==> src/smic_pkg.sv <==
/*
 * Constants and types for the slave-mode interrupt controller.
 * Assumes a 32-bit AHB-Lite register bus; each register index maps to byte address index*4.
 */
package smic_pkg;

    // Register indices; byte address is four times the index.
    localparam logic [7:0] IDX_VECTOR_BASE = 8'h20;
    localparam logic [7:0] IDX_EOI_CMD = 8'h22;
    localparam logic [7:0] IDX_SOURCE_MASK = 8'h28;
    localparam logic [7:0] IDX_PRIO_THRESH = 8'h2A;
    localparam logic [7:0] IDX_IN_SERVICE = 8'h2C;
    localparam logic [7:0] IDX_REQ_PENDING = 8'h2E;
    localparam logic [7:0] IDX_INT_STATUS = 8'h30;
    localparam logic [7:0] IDX_CTL_TMR0 = 8'h32;
    localparam logic [7:0] IDX_CTL_DMA0 = 8'h34;
    localparam logic [7:0] IDX_CTL_DMA1 = 8'h36;
    localparam logic [7:0] IDX_CTL_TMR1 = 8'h38;
    localparam logic [7:0] IDX_CTL_TMR2 = 8'h3A;
    localparam logic [7:0] IDX_RELOCATION = 8'h40;

    // Source bit positions in request, in-service and mask vectors.
    localparam int SRC_TMR0 = 0;
    localparam int SRC_DMA0 = 2;
    localparam int SRC_DMA1 = 3;
    localparam int SRC_TMR1 = 4;
    localparam int SRC_TMR2 = 5;
    localparam int NUM_SLOTS = 6;
    localparam logic [5:0] SRC_VALID = 6'h3D;

    // Field positions.
    localparam int STS_HALT_BIT = 15;
    localparam int CTL_MASK_BIT = 3;
    localparam int RELOC_SLAVE_BIT = 14;
    localparam int VEC_UPPER_LSB = 3;

    // Reset values.
    localparam logic [5:0] RST_MASK = 6'h3D;
    localparam logic [2:0] RST_THRESH = 3'h7;
    localparam logic [2:0] RST_PRIO = 3'h7;
    localparam logic [15:0] RST_CTL = 16'h000F;

    // AHB-Lite encodings.
    localparam logic [1:0] HTRANS_NONSEQ = 2'h2;
    localparam logic HRESP_OKAY = 1'h0;

    // Full controller state, registered as one word.
    typedef struct packed {
        logic slave;
        logic dma_halt;
        logic [5:0] req;
        logic [5:0] isr;
        logic [5:0] mask;
        logic [17:0] prio;
        logic [2:0] thresh;
        logic [4:0] vec;
        logic [7:0] int_type;
        logic wr_pend;
        logic [7:0] wr_idx;
        logic [31:0] rdata;
    } smic_state_t;

endpackage

==> src/smic_ctrl.sv <==
/*
 * Slave-mode interrupt controller with AHB-Lite register slave.
 * Assumes source request, nonmaskable, return and acknowledge pulses come from
 * logic on mclk_i, and that the bus master issues single word transfers.
 */
// The AHB-Lite register port was left to the implementer.
// Overview of operation
// - DMA-halt flag high stops all DMA channel activity.
// - Nonmaskable event sets DMA-halt; interrupt return clears it.
// - Status low three bits show timer 2, 1, 0 pending requests.
// - Request bit sets on source request, clears on internal acknowledge.
// - Request register read-only: T2 bit5, T1 bit4, DMA bits3-2, T0 bit0.
// - Taking an interrupt sets its in-service bit, same bit layout.
// - In-service bits clear only by end-of-interrupt writes.
// - Unmasked source raises interrupt only if priority not above threshold.
// - Threshold 111b admits all; 101b admits priorities 000b to 101b.
// - Threshold resets to 0007h.
// - Mask register and control mask bits share one state.
// - Mask register resets to 003Dh, reserved bit 1 zero.
// - End-of-interrupt write clears in-service bit with matching priority.
// - End-of-interrupt register is write-only, no reset value.
// - Type is vector bits 7-3 above acknowledged priority level.
// - Processor shifts type left two bits for table offset.
// - Vector reserved upper byte and low three bits read zero.
// - Status, request and in-service clear to zero on reset.
// - Starts in master operation; relocation bit 14 selects slave.
// - After acknowledge, only equal or higher priority may nest.
// - Control registers: mask bit 3, priority bits 2-0, reset 000Fh.

`timescale 1ns/100ps

module smic_ctrl (
    // Clock and reset.
    input wire logic mclk_i,
    input wire logic srst_i,
    // AHB-Lite slave.
    input wire logic hsel_i,
    input wire logic [31:0] haddr_i,
    input wire logic [1:0] htrans_i,
    input wire logic hwrite_i,
    input wire logic [2:0] hsize_i,
    input wire logic [31:0] hwdata_i,
    input wire logic hready_i,
    output logic hreadyout_o,
    output logic hresp_o,
    output logic [31:0] hrdata_o,
    // Source request pulses, same slot layout as the request register.
    input wire logic [5:0] src_req_i,
    // Processor events.
    input wire logic nmi_i,
    input wire logic iret_i,
    input wire logic inta_i,
    // Interrupt delivery to the master controller.
    output logic int_o,
    output logic [7:0] int_type_o,
    output logic [9:0] vector_offset_o,
    // DMA halt.
    output logic dma_halt_o
);

    ////////////////////////////////////////////////////////////////////////////////
    // State and arbitration signals.

    smic_pkg::smic_state_t st;
    smic_pkg::smic_state_t next_st;
    logic [5:0] eligible;
    logic [2:0] best_prio;
    logic [5:0] best_onehot;
    logic any_eligible;
    logic [2:0] isr_floor;
    logic isr_any;

    ////////////////////////////////////////////////////////////////////////////////
    // Per-source eligibility.

    // Lowest numeric priority currently in service bounds the nesting level.
    always_comb begin
        isr_any = 1'b0;
        isr_floor = 3'h7;
        for (int i = 0; i < smic_pkg::NUM_SLOTS; i++) begin
            if (st.isr[i] && smic_pkg::SRC_VALID[i]) begin
                if (!isr_any || st.prio[3*i +: 3] < isr_floor) begin
                    isr_floor = st.prio[3*i +: 3];
                end
                isr_any = 1'b1;
            end
        end
    end

    // A slot may interrupt when pending, unmasked, admitted and not nested out.
    genvar g;
    generate
        for (g = 0; g < smic_pkg::NUM_SLOTS; g++) begin : gen_slot
            if (smic_pkg::SRC_VALID[g]) begin : gen_used
                assign eligible[g] = st.req[g] && !st.mask[g]
                    && (st.prio[3*g +: 3] <= st.thresh)
                    && (!isr_any || st.prio[3*g +: 3] <= isr_floor);
            end else begin : gen_rsvd
                assign eligible[g] = 1'b0;
            end
        end
    endgenerate

    // Pick the eligible slot with the numerically lowest priority value.
    always_comb begin
        any_eligible = 1'b0;
        best_prio = 3'h7;
        best_onehot = 6'h00;
        for (int i = 0; i < smic_pkg::NUM_SLOTS; i++) begin
            if (eligible[i] && (!any_eligible || st.prio[3*i +: 3] < best_prio)) begin
                best_prio = st.prio[3*i +: 3];
                best_onehot = 6'h00;
                best_onehot[i] = 1'b1;
                any_eligible = 1'b1;
            end
        end
    end

    ////////////////////////////////////////////////////////////////////////////////
    // Register read mux.

    // Returns the read value of a register index; write-only and unmapped read zero.
    function automatic logic [15:0] read_reg(input smic_pkg::smic_state_t s,
                                             input logic [7:0] idx);
        logic [15:0] v;
        v = 16'h0000;
        case (idx)
            smic_pkg::IDX_VECTOR_BASE: begin
                v[7:3] = s.vec;
            end
            smic_pkg::IDX_SOURCE_MASK: begin
                v[5:0] = s.mask & smic_pkg::SRC_VALID;
            end
            smic_pkg::IDX_PRIO_THRESH: begin
                v[2:0] = s.thresh;
            end
            smic_pkg::IDX_IN_SERVICE: begin
                v[5:0] = s.isr & smic_pkg::SRC_VALID;
            end
            smic_pkg::IDX_REQ_PENDING: begin
                v[5:0] = s.req & smic_pkg::SRC_VALID;
            end
            smic_pkg::IDX_INT_STATUS: begin
                v[smic_pkg::STS_HALT_BIT] = s.dma_halt;
                v[2:0] = {s.req[smic_pkg::SRC_TMR2], s.req[smic_pkg::SRC_TMR1],
                          s.req[smic_pkg::SRC_TMR0]};
            end
            smic_pkg::IDX_CTL_TMR0: begin
                v[3:0] = {s.mask[smic_pkg::SRC_TMR0], s.prio[3*smic_pkg::SRC_TMR0 +: 3]};
            end
            smic_pkg::IDX_CTL_DMA0: begin
                v[3:0] = {s.mask[smic_pkg::SRC_DMA0], s.prio[3*smic_pkg::SRC_DMA0 +: 3]};
            end
            smic_pkg::IDX_CTL_DMA1: begin
                v[3:0] = {s.mask[smic_pkg::SRC_DMA1], s.prio[3*smic_pkg::SRC_DMA1 +: 3]};
            end
            smic_pkg::IDX_CTL_TMR1: begin
                v[3:0] = {s.mask[smic_pkg::SRC_TMR1], s.prio[3*smic_pkg::SRC_TMR1 +: 3]};
            end
            smic_pkg::IDX_CTL_TMR2: begin
                v[3:0] = {s.mask[smic_pkg::SRC_TMR2], s.prio[3*smic_pkg::SRC_TMR2 +: 3]};
            end
            smic_pkg::IDX_RELOCATION: begin
                v[smic_pkg::RELOC_SLAVE_BIT] = s.slave;
            end
            default: begin
                v = 16'h0000;
            end
        endcase
        return v;
    endfunction

    // Maps a control register index to its source slot, or -1 when none.
    function automatic int ctl_slot(input logic [7:0] idx);
        int n;
        n = -1;
        case (idx)
            smic_pkg::IDX_CTL_TMR0: n = smic_pkg::SRC_TMR0;
            smic_pkg::IDX_CTL_DMA0: n = smic_pkg::SRC_DMA0;
            smic_pkg::IDX_CTL_DMA1: n = smic_pkg::SRC_DMA1;
            smic_pkg::IDX_CTL_TMR1: n = smic_pkg::SRC_TMR1;
            smic_pkg::IDX_CTL_TMR2: n = smic_pkg::SRC_TMR2;
            default: n = -1;
        endcase
        return n;
    endfunction

    ////////////////////////////////////////////////////////////////////////////////
    // Next-state logic.

    // Bus writes first, then hardware events, so hardware events win and among them a set wins over a clear.
    always_comb begin
        logic addr_ok;
        logic [15:0] wd;
        logic [5:0] eoi_clr;
        logic do_ack;
        int slot;
        addr_ok = 1'b0;
        wd = 16'h0000;
        eoi_clr = 6'h00;
        do_ack = 1'b0;
        slot = -1;
        next_st = st;
        wd = hwdata_i[15:0];
        // Data phase of a write.
        if (st.wr_pend) begin
            slot = ctl_slot(st.wr_idx);
            case (st.wr_idx)
                smic_pkg::IDX_VECTOR_BASE: begin
                    next_st.vec = wd[7:3];
                end
                smic_pkg::IDX_EOI_CMD: begin
                    for (int i = 0; i < smic_pkg::NUM_SLOTS; i++) begin
                        if (st.prio[3*i +: 3] == wd[2:0]) begin
                            eoi_clr[i] = 1'b1;
                        end
                    end
                end
                smic_pkg::IDX_SOURCE_MASK: begin
                    next_st.mask = wd[5:0] & smic_pkg::SRC_VALID;
                end
                smic_pkg::IDX_PRIO_THRESH: begin
                    next_st.thresh = wd[2:0];
                end
                smic_pkg::IDX_INT_STATUS: begin
                    next_st.dma_halt = wd[smic_pkg::STS_HALT_BIT];
                end
                smic_pkg::IDX_RELOCATION: begin
                    next_st.slave = wd[smic_pkg::RELOC_SLAVE_BIT];
                end
                default: begin
                    if (slot >= 0) begin
                        next_st.mask[slot] = wd[smic_pkg::CTL_MASK_BIT];
                        next_st.prio[3*slot +: 3] = wd[2:0];
                    end
                end
            endcase
            next_st.wr_pend = 1'b0;
        end
        // Address phase: capture a write, or stage read data for the data phase.
        addr_ok = hsel_i && hready_i && htrans_i[1];
        if (addr_ok && hwrite_i) begin
            next_st.wr_pend = 1'b1;
            next_st.wr_idx = haddr_i[9:2];
        end
        if (addr_ok && !hwrite_i) begin
            next_st.rdata = {16'h0000, read_reg(st, haddr_i[9:2])};
        end
        // End-of-interrupt clears only; acknowledge never clears in-service.
        next_st.isr = st.isr & ~eoi_clr;
        // Acknowledge takes the presented request.
        do_ack = inta_i && st.slave && any_eligible;
        if (do_ack) begin
            next_st.req = st.req & ~best_onehot;
            next_st.isr = next_st.isr | best_onehot;
            next_st.int_type = {st.vec, best_prio};
        end
        // New source requests win over the acknowledge clear.
        next_st.req = next_st.req | (src_req_i & smic_pkg::SRC_VALID);
        // Return clears the halt; a coincident nonmaskable event wins.
        if (iret_i) begin
            next_st.dma_halt = 1'b0;
        end
        if (nmi_i) begin
            next_st.dma_halt = 1'b1;
        end
    end

    ////////////////////////////////////////////////////////////////////////////////
    // State register.

    // Synchronous reset loads documented reset values.
    always_ff @(posedge mclk_i) begin
        if (srst_i) begin
            st.slave <= 1'b0;
            st.dma_halt <= 1'b0;
            st.req <= 6'h00;
            st.isr <= 6'h00;
            st.mask <= smic_pkg::RST_MASK;
            st.prio <= {smic_pkg::NUM_SLOTS{smic_pkg::RST_PRIO}};
            st.thresh <= smic_pkg::RST_THRESH;
            st.vec <= 5'h00;
            st.int_type <= 8'h00;
            st.wr_pend <= 1'b0;
            st.wr_idx <= 8'h00;
            st.rdata <= 32'h00000000;
        end else begin
            st <= next_st;
        end
    end

    ////////////////////////////////////////////////////////////////////////////////
    // Outputs.

    // Zero-wait slave, always OKAY.
    assign hreadyout_o = 1'b1;
    assign hresp_o = smic_pkg::HRESP_OKAY;
    assign hrdata_o = st.rdata;

    // Request line is live only in slave operation.
    assign int_o = st.slave && any_eligible;
    assign int_type_o = st.int_type;
    assign vector_offset_o = {st.int_type, 2'h0};
    assign dma_halt_o = st.dma_halt;

endmodule

==> config.mk <==
export PLATFORM = sky130hd
export DESIGN_NAME = smic_ctrl
export DESIGN_NICKNAME = d
export VERILOG_FILES = /design/src/smic_pkg.sv /design/src/smic_ctrl.sv
export SDC_FILE = /design/constraint.sdc
export NUM_CORES = 1
export LEC_CHECK = 0
export BUFFER_PORTS_ARGS = -buffer_cell sky130_fd_sc_hd__buf_2
export CAP_MARGIN = 20
export CORE_MARGIN = 2
export CORE_UTILIZATION = 55
export CTS_BUF_LIST = sky130_fd_sc_hd__clkbuf_4
export CTS_CLUSTER_DIAMETER = 40
export DETAILED_ROUTE_END_ITERATION = 6
export PLACE_DENSITY_LB_ADDON = 0.3
export SLEW_MARGIN = 0
export SYNTH_ARGS = -nofsm -noshare
export SYNTH_HDL_FRONTEND = slang
export SYNTH_SLANG_ARGS = --single-unit
==> constraint.sdc <==
create_clock -name mclk_i -period 26.4 [get_ports mclk_i]
set_input_delay 5.28 -clock mclk_i [delete_from_list [all_inputs] [get_ports mclk_i]]
set_output_delay 5.28 -clock mclk_i [all_outputs]
set_load 0.02 [all_outputs]
### Word level (Yosys, flattened, before mapping)

Index checks and enable logic that the tools add are counted.

| operators by class | value |
|---|---|
| add/subtract/negate cells | 1 |
| multiply operators | 1 |
| magnitude comparators | 21 |
| eq/ne operators | 29 |
| shift-type cells | 2 |
| mux-type cells | 57 |
| bitwise operators | 8 |
| reduce and logical (&&, ||, !) cells | 67 |

Operator list:

| operator | count |
|---|---|
| $eq A8 B6 Y1 const B | 21 |
| $pmux W32 S5 | 1 |
| $ge A32 B1 Y1 const B | 2 |
| $mux W3 | 14 |
| $mux W6 | 6 |
| $neg A32 Y33 | 1 |
| $shift A3 B33 Y18 const A | 1 |
| $shiftx A3 B33 Y18 | 1 |
| $lt A32 B5 Y1 const B | 1 |
| $mul A3 B32 Y32 const A | 1 |
| $mux W32 | 1 |
| $le A3 B3 Y1 | 10 |
| $pmux W3 S10 | 1 |
| $logic_and A1 B1 Y1 | 27 |
| $lt A3 B3 Y1 | 8 |
| $mux W1 | 24 |
| $mux W24 | 1 |
| $bwmux W18 | 1 |
| $eq A3 B3 Y1 | 6 |
| $eq A8 B7 Y1 const B | 2 |
| $logic_not A1 Y1 | 15 |
| $logic_or A1 B1 Y1 | 13 |
| $and A6 B6 Y6 | 2 |
| $mux W12 | 1 |
| other kinds (17) | 25 |

| storage, ports and cells | value |
|---|---|
| register bits | 73 |
| bits of input ports | 83 |
| output and inout port bits | 54 |
| logic and storage cells | 198 |

### Depth between registers and ports, before layout

Gate-level depths: netlist (run 1).

| depth | value |
|---|---|
| depth in word-level cells | 41 |
| mapped depth | 45 |
| gate-level depth less buffers | 43 |

### Least setup slack after synthesis (run 1)

OpenSTA, ideal clock, no wires.

| path | value |
|---|---|
| kind | register -> output |
| start | reg st[63] (netlist bit) |
| end | out int_o |
| arrival | 4.671 ns |
| data required time | 21.120 ns |
| slack | 16.449 ns |
| cell stages (with the launch flop) | 20 |
| path buffers | 2 |
| path through | dfxtp_1 buf_6 nand2b_4 o2111ai_4 and3_1 buf_6 mux2i_1 a21o_1 nand3_2 a311o_1 a31oi_1 o31ai_1 o31ai_1 ha_1 or2_2 maj3_1 nand3_1 a311o_1 nand3_1 o21a_1 |

| between the ends | value |
|---|---|
| word-level cells in the longest chain between the ends | 37 |
| elaborated cells between the ends (all ways) | 59 |
| classes of those cells | order compare: 14; mux: 17; reduce/logical: 28 |

Ends and longest elaborated chain:

| item | RTL line | RTL |
|---|---|---|
| start, declared | smic_ctrl.sv:64 | `smic_pkg::smic_state_t st;` |
| start signal, assigned | smic_ctrl.sv:288 | `st <= next_st;` |
| $lt A3 B3 Y1 | smic_ctrl.sv:82 | `if (!isr_any \|\| st.prio[3*i +: 3] < isr_floor) begin` |
| $logic_or A1 B1 Y1 | smic_ctrl.sv:82 |  |
| $mux W3 | smic_ctrl.sv:82 |  |
| $mux W3 | smic_ctrl.sv:81 | `if (st.isr[i] && smic_pkg::SRC_VALID[i]) begin` |
| $lt A3 B3 Y1 | smic_ctrl.sv:82 |  |
| $logic_or A1 B1 Y1 | smic_ctrl.sv:82 |  |
| $mux W3 | smic_ctrl.sv:82 |  |
| $mux W3 | smic_ctrl.sv:81 |  |
| [... 21 more ...] | n/a |  |
| $logic_or A1 B1 Y1 | smic_ctrl.sv:110 | `if (eligible[i] && (!any_eligible \|\| st.prio[3*i +: 3] < best_prio)) begin` |
| $logic_and A1 B1 Y1 | smic_ctrl.sv:110 |  |
| $mux W3 or $mux W1 (tied branches) | smic_ctrl.sv:110 |  |
| $lt A3 B3 Y1 or $logic_not A1 Y1 (tied branches) | smic_ctrl.sv:110 |  |
| $logic_or A1 B1 Y1 | smic_ctrl.sv:110 |  |
| $logic_and A1 B1 Y1 | smic_ctrl.sv:110 |  |
| $mux W1 (*) | smic_ctrl.sv:110 |  |
| $logic_and A1 B1 Y1 (*) | smic_ctrl.sv:301 | `assign int_o = st.slave && any_eligible;` |
| end, declared | smic_ctrl.sv:54 | `output logic int_o,` |

Every way passes the cells marked *; elsewhere a longest branch is shown, timed or not.

### Worst setup path after layout (run 1)

| path | value |
|---|---|
| start | reg st[64] (netlist bit) |
| end | out int_o |

The elaborated chain is that of the path after synthesis.

==> impl_metrics.tcl, run 1 <==
set metrics [dict create \
    status "completed" \
    leakage_uw 0.00280 \
    synth_area_mm2 0.00671 \
    globalplace.congestion 0.928 \
    finClkSkew_ns 0.0223 \
    drc_errors 0 \
    endpoint_kind "primary output" \
    numCtsBuffers 9 \
    min_from "hrdata_o[15]" \
    rsz0062_at_grt "false" \
    yosys_register_bits 67 \
    fp.dieArea_mm2 0.0131 \
    cts_resized 0 \
    firstDrtPassIters 5 \
    netlist_top_cells_area "dfxtp_1 20%, ha_1 8.2%, buf_4 6.2%" \
    worst_pin_slew_ns 0.887 \
    holdPathStages 2 \
    slew_viol_final 0 \
    fin_crit_sh_pct 43.8 \
    cpMostUsedCell "o31ai_1" \
    crit_slowest_cell "a2111oi_2" \
    root_buffer "clkbuf_4" \
    clockBufferDepth 2 \
    clkSlewWorstSetupHoldPaths_ns 0.12 \
    grt_pass1_wl_um 29000 \
    min_period_ns 11.56 \
    crit_path_start_kind "register" \
    rows 40 \
    io_buffer_count 59 \
    yosysSeqAreaShare_pct 20.0 \
    overflow 0 \
    insertion_delay_ns 0.43 \
    syn_area_per_cell_um2 7.48 \
    synthTopCellsByCount "93 x nand2_1, 87 x nor2_1, 67 x dfxtp_1" \
    drt.antenna.violating_nets 0 \
    holdWs_ns 0.459 \
    sequentialPowerShare_pct 51.3 \
    timing.fmax_ghz 0.0865 \
    slowest_delay_ns 0.68 \
    cp_num_buf_inv 1 \
    antenna_found_initial 0 \
    synth_warnings 0 \
    vias 6600 \
    wl_um 18400 \
    postLayoutCellArea_mm2 0.00686 \
    async_reset_ff_share_pct 0 \
    max_cap_violations 0 \
    hold_path_class "register to register" \
    finalSetupViolCount 0 \
    dpl-instance-area_mm2 0.00669 \
    yosysTopAreaCell "dfxtp_1" \
    clockPowerShare_pct 39.4 \
    synth.distinct_cells 95 \
    cp.depth 18 \
    crit_arrival_ns 6.28 \
    htree_levels 3 \
    cts.sinks 67 \
    post_cts_buffers 0 \
    avgRoutedWirePerCell_um 17.6 \
    crit_chain "nor2b_2, o2111ai_4, a31o_1, and2_4, o21ai_0, nand3_2, a311o_1, a31oi_1, o31ai_1, o31ai_1, ha_1, nor2_1, maj3_1, a21oi_1, o31ai_1, a2111oi_2, o21a_1, buf_2" \
    grt_usage_pct 27.8 \
    area_growth_pct 2.33 \
    fp.dieH_um 114 \
    holdBufCountCts 0 \
    path_class "register to primary output" \
    grt_pass1_vias 5754 \
    switching_share_pct 27.2 \
    ioPinCount 137 \
    powerDensity_mw_per_mm2 29.4 \
    holdPathEnd "hrdata_o[15]" \
    via_per_inst 6.29 \
    start_util_pct 56.1 \
    path_delay_family "compound AO/OA/AOI/OAI gates" \
    cts_tree "built" \
    grt_max_degree 50 \
    p_sw_uw 55.0 \
    nets 1023 \
    hpwl_um 13800 \
    coreArea_mm2 0.0120 \
    drive_gt1_share_pct 12.4 \
    vdd_ir_drop_max_mv 0.0299 \
    syn_inst 897 \
    combPwrFrac_pct 9.2 \
    synth-edff-count 0 \
    timing.rr.end "st[92]" \
    crit_required_ns 21.12 \
    relSlewSlack_pct 40.4 \
    die_x_um 114 \
    fin_util_pct 57.4 \
    yosysMostFrequentCell "nand2_1" \
    synthFlopType "dfxtp_1" \
    reg2reg_depth 40 \
    cp_max_fo 13 \
    drt_iter0_markers 685 \
    rr_startpoint "st[64]" \
    netlist.area_leader.share_pct 20.0 \
    intPower_uw 147 \
    finalHoldViolations 0 \
    r2r_slack_ns 16.35 \
    timing.setup.tns_ns 0 \
]
## cells in the final DEF (no fill, tap or decap), types with 17 or more instances in the layout
cell	Yosys	final
ha_1	44	44
mux2i_1	27	27
conb_1	2	26
nand3_1	33	33
o21ai_0	34	34
dfxtp_1	67	67
nand2b_1	19	19
inv_1	36	36
buf_2	4	59
nor2_1	87	87
a21oi_1	65	65
nand2_1	93	93
nor3_1	19	19
nor2b_1	17	17
## worst reg2reg max path: cells and delay by family (launching register included)
family | cells | cell delay, ns
compound gates | 21 | 5.43
fa+ha+maj | 5 | 1.48
buf+inv | 2 | 0.13
flops | 1 | 0.65
mux | 1 | 0.30
simple gates | 11 | 1.95
## state kept, by name, summed over array words and instances (netlist names)
register	cells
int_type_o	8
dma_halt_o	1
hrdata_o	10
st	48
## worst max-delay path by stage
stage | startpoint | end | slack (ns)
global route | st[64] | int_o | 14.32
floorplan | st[63] | int_o | 16.45
CTS | st[64] | int_o | 14.83
global placement | st[64] | int_o | 15.41
finish | st[64] | int_o | 14.84
detailed placement | st[64] | int_o | 15.32
## layer usage
layer | GRT usage [%] | vias up | part of all wire [%]
met4 | 10.2 | 0 | 3.3
met5 | 0 | - | 0
li1 | - | 3197 | -
met3 | 5.72 | 59 | 8.5
met2 | 42.2 | 291 | 43
met1 | 38.8 | 3053 | 45
## final cells by class
type	instances	area, µm²
antenna	1	2.50
clock buffer	9	67.6
clock inverter	7	100
fill	1169	5100
inverter	40	150
multi-input combinational	717	4710
sequential	67	1340
tap	147	184
timing repair buffer	61	310
## power by group through the flow
stage	Sequential, µW	Combinational (µW)	Clock, µW
after floorplan	105	16.2	0
after global placement	106	18.1	0
after detailed placement	106	18.3	0
after CTS	104	18.3	80.5
after global routing	104	20.2	85.1
final	104	18.6	79.6
## cell families after synthesis
group	share of synthesized area (%)
fa+ha+maj	8.51
other cells	0.112
flops	20.0
xor+xnor	2.61
compound gates	27.8
mux	4.37
buf+inv	11.2
simple gates	25.5
## stage by stage
step	worst slack, ns	instances	power [µW]
floorplan	16.45	921	121
global placement	15.41	1032	124
detailed placement	15.32	1032	124
CTS	14.83	1048	202
global route	14.32	1048	209
finish	14.84	1049	202
(Power assumes the default switching activity.)
==> run 2: changes to the inputs <==
- ABC_AREA: unset -> 1
- clock period: 26.4 -> 11.7 ns (I/O delays scaled with it)
==> impl_metrics.tcl, run 2 <==
set metrics [dict create \
    nets 1085 \
    synthMuxAreaShare_pct 0 \
    numPlacedInstances 1083 \
    synth_compound_area_share_pct 20.8 \
    holdBufCountCts 0 \
    hold_path_class "register to register" \
    fp.dieArea_mm2 0.0117 \
    cts.sinks 67 \
    start_util_pct 57.1 \
    fp.dieH_um 108 \
    powerDensity_mw_per_mm2 70.0 \
    endpoint_kind "register" \
    slew_viol_final 0 \
    yosysTopAreaCell "dfxtp_1" \
    yosys_register_bits 67 \
    fillers 1058 \
    cpMostUsedCell "nand2_1" \
    htree_levels 3 \
    path_delay_family "simple AND/OR/NAND/NOR gates" \
    post_cts_buffers 0 \
    wl_um 16300 \
    die_x_um 108 \
    synthAdderAreaFrac_pct 9.26 \
    coreArea_mm2 0.0104 \
    synth-simple-area-share_pct 29.5 \
    postLayoutCellArea_mm2 0.00619 \
    max_cap_violations 0 \
    final_cell_mix "156 x nand2_1, 121 x inv_1, 109 x nor2_1" \
    rr_startpoint "st[65]" \
    largest_reg_flops 48 \
    worst_pin_slew_ns 0.829 \
    globalplace.congestion 0.964 \
    synth-edff-count 0 \
    synth_xor_area_share_pct 1.47 \
    layout_commonest_cell "nand2_1" \
    async_reset_ff_share_pct 0 \
    area_growth_pct 4.13 \
    holdPathEnd "hrdata_o[5]" \
    dpl-instance-area_mm2 0.00605 \
    crit_arrival_ns 8.54 \
    drt_iter0_markers 470 \
    netlist.area_leader.share_pct 22.6 \
    finClkSkew_ns 0.0199 \
    synth_warnings 0 \
    synth_area_mm2 0.00594 \
    highest_layer "met4" \
    timing.setup.tns_ns 0 \
    rows 37 \
    vdd_ir_drop_max_mv 0.0583 \
    min_period_ns 8.20 \
    firstDrtPassIters 5 \
    synth.distinct_cells 52 \
    grt_usage_pct 28.7 \
    r2r_slack_ns 3.50 \
    slowest_delay_ns 0.59 \
    cts_tree "built" \
    clkSlewWorstSetupHoldPaths_ns 0.12 \
    syn_area_per_cell_um2 6.37 \
    numCtsBuffers 9 \
    drive_gt1_share_pct 12.4 \
    insertion_delay_ns 0.43 \
    wl_met3_um 1380 \
    overflow 0 \
    antenna_found_initial 0 \
    clockBufferDepth 2 \
    netlist_top_cells_area "dfxtp_1 23%, nand2_1 9.9%, ha_1 9.3%" \
    cp_max_fo 9 \
    min_from "hrdata_o[5]" \
    final_cells 1099 \
    grt_pass1_wl_um 26900 \
    n_antenna_cell 0 \
    avgRoutedWirePerCell_um 14.9 \
    drt.antenna.violating_nets 0 \
    rsz0062_at_grt "false" \
    fin_crit_sh_pct 70.1 \
    io_buffer_count 59 \
    vias 6258 \
    holdPathStages 2 \
    crit_required_ns 12.05 \
    crit_path_start_kind "register" \
    synth_top_family_by_area "simple AND/OR/NAND/NOR gates" \
    max_flop_register "st" \
    finalHoldViolations 0 \
    root_buffer "clkbuf_4" \
    finalSetupViolCount 0 \
    cp_num_buf_inv 6 \
    crit_slowest_cell "dfxtp_1" \
    grt_pass1_vias 5763 \
    timing.fmax_ghz 0.122 \
    synthFlopType "dfxtp_1" \
    crit_start "st[65]" \
    cts_resized 0 \
    status "completed" \
    ioPinCount 137 \
    yosysMostFrequentCell "nand2_1" \
    hpwl_um 12700 \
    path_class "register to register" \
    via_per_inst 5.69 \
    synthTopCellsByCount "156 x nand2_1, 121 x inv_1, 109 x nor2_1" \
    routed-wl-met2_um 7530 \
    yosysSeqAreaShare_pct 22.6 \
    reg2reg_depth 68 \
    drc_errors 0 \
    timing.rr.end "st[91]" \
    syn_inst 933 \
    leakage_uw 0.00291 \
    grt_max_degree 39 \
    relSlewSlack_pct 44.7 \
    wl_met1_um 6990 \
]
run 2: stage by stage:
| step | total power, µW | hold WS (ns) | utilization [%] | setup slack, ns |
|---|---|---|---|---|
| after CTS | 434 | 0.474 | 59.4 | 3.52 |
| after floorplan | 270 | 0.445 | - | 4.91 |
| after global placement | 276 | 0.452 | 58.1 | 3.70 |
| final | 433 | 0.475 | 59.4 | 3.50 |
| after global routing | 449 | 0.499 | 59.4 | 2.59 |
| after detailed placement | 276 | 0.458 | 58.1 | 3.59 |
run 2: cells by family after synthesis:
kind of cell	Yosys count
other	2
DFF	67
AOI/OAI and AO/OA	212
and+or+nand+nor	394
buffers and inverters	204
adders and majority gates	44
xor gates and xnor gates	10
run 2: power by group:
part / leakage (µW) / switching, µW / internal [µW]
clock: 0.0000784 / 93.3 / 68.0
sequential: 0.000543 / 3.15 / 231
combinational: 0.00229 / 27.6 / 10.0
total: 0.00291 / 124 / 309
run 2: worst max-delay path by stage:
| stage | cells after the start | to |
|---|---|---|
| final | 68 | st[91] |
| after global routing | 66 | st[91] |
| after CTS | 66 | st[91] |
| after detailed placement | 66 | st[89] |
| after global placement | 68 | st[87] |
| after floorplan | 65 | st[92] |
run 2: worst reg2reg max path: cells and delay by family (launching register included):
| family | cells | cell delay, ns |
|---|---|---|
| AOI/OAI and AO/OA | 9 | 1.91 |
| adders and majority gates | 5 | 1.53 |
| buffers and inverters | 6 | 0.38 |
| DFF | 1 | 0.59 |
| and+or+nand+nor | 48 | 3.70 |
run 2: metal layers:
metal	global-route usage [%]	up-vias
met2	47.0	294
met4	10.6	0
met1	37.9	2818
met3	5.06	42
li1	-	3104
met5	0	-
run 2: layout make-up:
class | instances | area (µm²) | share of cell area [%]
multi-input combinational | 686 | 3730 | 60.2
sequential | 67 | 1340 | 21.7
inverter | 133 | 499 | 8.07
timing repair buffer | 61 | 310 | 5.01
tap | 136 | 170 | 2.75
clock buffer | 10 | 75.1 | 1.21
clock inverter | 6 | 65.1 | 1.05
==> run 3: changes to the inputs <==
- clock period: 11.7 -> 8.4 ns (I/O delays scaled with it)
==> impl_metrics.tcl, run 3 (synthesis results as in run 2) <==
set metrics [dict create \
    io_buffer_count 59 \
    cpMostUsedCell "nand2_1" \
    final_cells 1102 \
    max_flop_register "st" \
    vias 6186 \
    endpoint_kind "register" \
    grt_max_degree 39 \
    drc_errors 0 \
    grt_usage_pct 28.5 \
    path_delay_family "simple AND/OR/NAND/NOR gates" \
    numPlacedInstances 1086 \
    fp.dieH_um 108 \
    fillers 1050 \
    hold_path_class "register to register" \
    fin_crit_sh_pct 89.6 \
    pre_cts_ws_ns 0.620 \
    wl_met3_um 1170 \
    slew_viol_final 0 \
    drt_iter0_markers 519 \
    holdWs_ns 0.474 \
    cp_max_fo 9 \
    numCtsBuffers 9 \
    min_period_ns 7.53 \
    status "completed" \
    drive_gt1_share_pct 12.7 \
    max_cap_violations 0 \
    ioPinCount 137 \
    insertion_delay_ns 0.44 \
    vdd_ir_drop_max_mv 0.112 \
    hpwl_um 12700 \
    post_cts_buffers 0 \
    via_per_inst 5.61 \
    fin_util_pct 60.1 \
    fin_ws_ns 0.871 \
    firstDrtPassIters 6 \
    finalSetupViolCount 0 \
    clockBufferDepth 2 \
    grt_pass1_vias 5568 \
    cts.sinks 67 \
    crit_required_ns 8.69 \
    path_class "register to register" \
    nets 1088 \
    finClkSkew_ns 0.0157 \
    finalHoldViolations 0 \
    wl_um 16200 \
    relSlewSlack_pct 42.0 \
    crit_slowest_cell "dfxtp_1" \
    timing.fmax_ghz 0.133 \
    root_buffer "clkbuf_4" \
    timing.setup.tns_ns 0 \
    crit_path_start_kind "register" \
    routed-wl-met2_um 7490 \
    die_x_um 108 \
    grt_pass1_wl_um 26500 \
    cts_tree "built" \
    worst_pin_slew_ns 0.869 \
    drt.antenna.violating_nets 0 \
    highest_layer "met4" \
    wl_met1_um 7110 \
    area_growth_pct 5.24 \
    cp_num_buf_inv 4 \
    coreArea_mm2 0.0104 \
    fp.dieArea_mm2 0.0117 \
    final_cell_mix "156 x nand2_1, 121 x inv_1, 109 x nor2_1" \
    slowest_delay_ns 0.49 \
    leakage_uw 0.00294 \
    overflow 0 \
    clkSlewWorstSetupHoldPaths_ns 0.12 \
    htree_levels 3 \
    antenna_found_initial 0 \
    rsz0062_at_grt "false" \
    avgRoutedWirePerCell_um 14.7 \
    globalplace.congestion 0.952 \
    n_antenna_cell 0 \
    start_util_pct 57.1 \
    rows 37 \
    largest_reg_flops 48 \
    powerDensity_mw_per_mm2 105 \
    crit_arrival_ns 7.82 \
    r2r_slack_ns 0.87 \
    layout_commonest_cell "nand2_1" \
]
==> run 3: changes by cell type in the layout (fill, tap and decap cells not counted) <==
cell / change
o21ai_0: -4
clkinv_4: -2
dfxtp_2: +1
dfxtp_1: -1
o21ai_1: +4
clkbuf_4: -1
clkinvlp_4: +1
bufinv_16: +2
buf_4: +3
==> run 3: worst paths after layout <==
kind,from,cells after the start,endpoint
setup / recovery,st[57],63,st[92]
hold reg to reg,hrdata_o[15],2,hrdata_o[15]
hold / removal,hrdata_o[15],2,hrdata_o[15]
setup reg to reg,st[57],63,st[92]
==> run 3: repair_timing <==
item,4_1_cts,5_1_grt
resized for setup,0,5
hold endpoints to repair,0,0
setup endpoints to repair,0,13
hold buffers,0,0
==> run 3: final cells by class <==
class                      instances  area [µm²]  area share (%)
clock inverter                     7         115            1.84
multi-input combinational        686        3730            59.6
sequential                        67        1340            21.5
inverter                         133         499            7.98
clock buffer                       9        67.6            1.08
timing repair buffer              64         333            5.32
tap                              136         170            2.72
==> run 3: tightest hold or removal path, stage by stage (launching register included) <==
cell and delay (ns):
dfxtp_1 0.33, nand2_1 0.06, a21oi_1 0.06
==> run 3: power breakdown <==
part | total, µW | internal, µW | switching (µW) | leakage, µW
registers | 326 | 322 | 4.39 | 0.000543
clock network | 277 | 150 | 127 | 0.0000940
logic | 52.5 | 14.0 | 38.5 | 0.00230
total | 656 | 486 | 170 | 0.00294
==> run 3: layer usage <==
metal  up-vias  global-route usage [%]
li1       3104                       -
met1      2803                    38.1
met2       233                    46.9
met3        46                    5.00
met4         0                    8.79
met5         -                       0
==> run 3: per-stage QoR <==
stage               power [µW]  instance area (µm²)
finish                     656                 6260
global route               678                 6260
CTS                        657                 6250
detailed placement         385                 6070
global placement           384                 6070
floorplan                  376                 6030
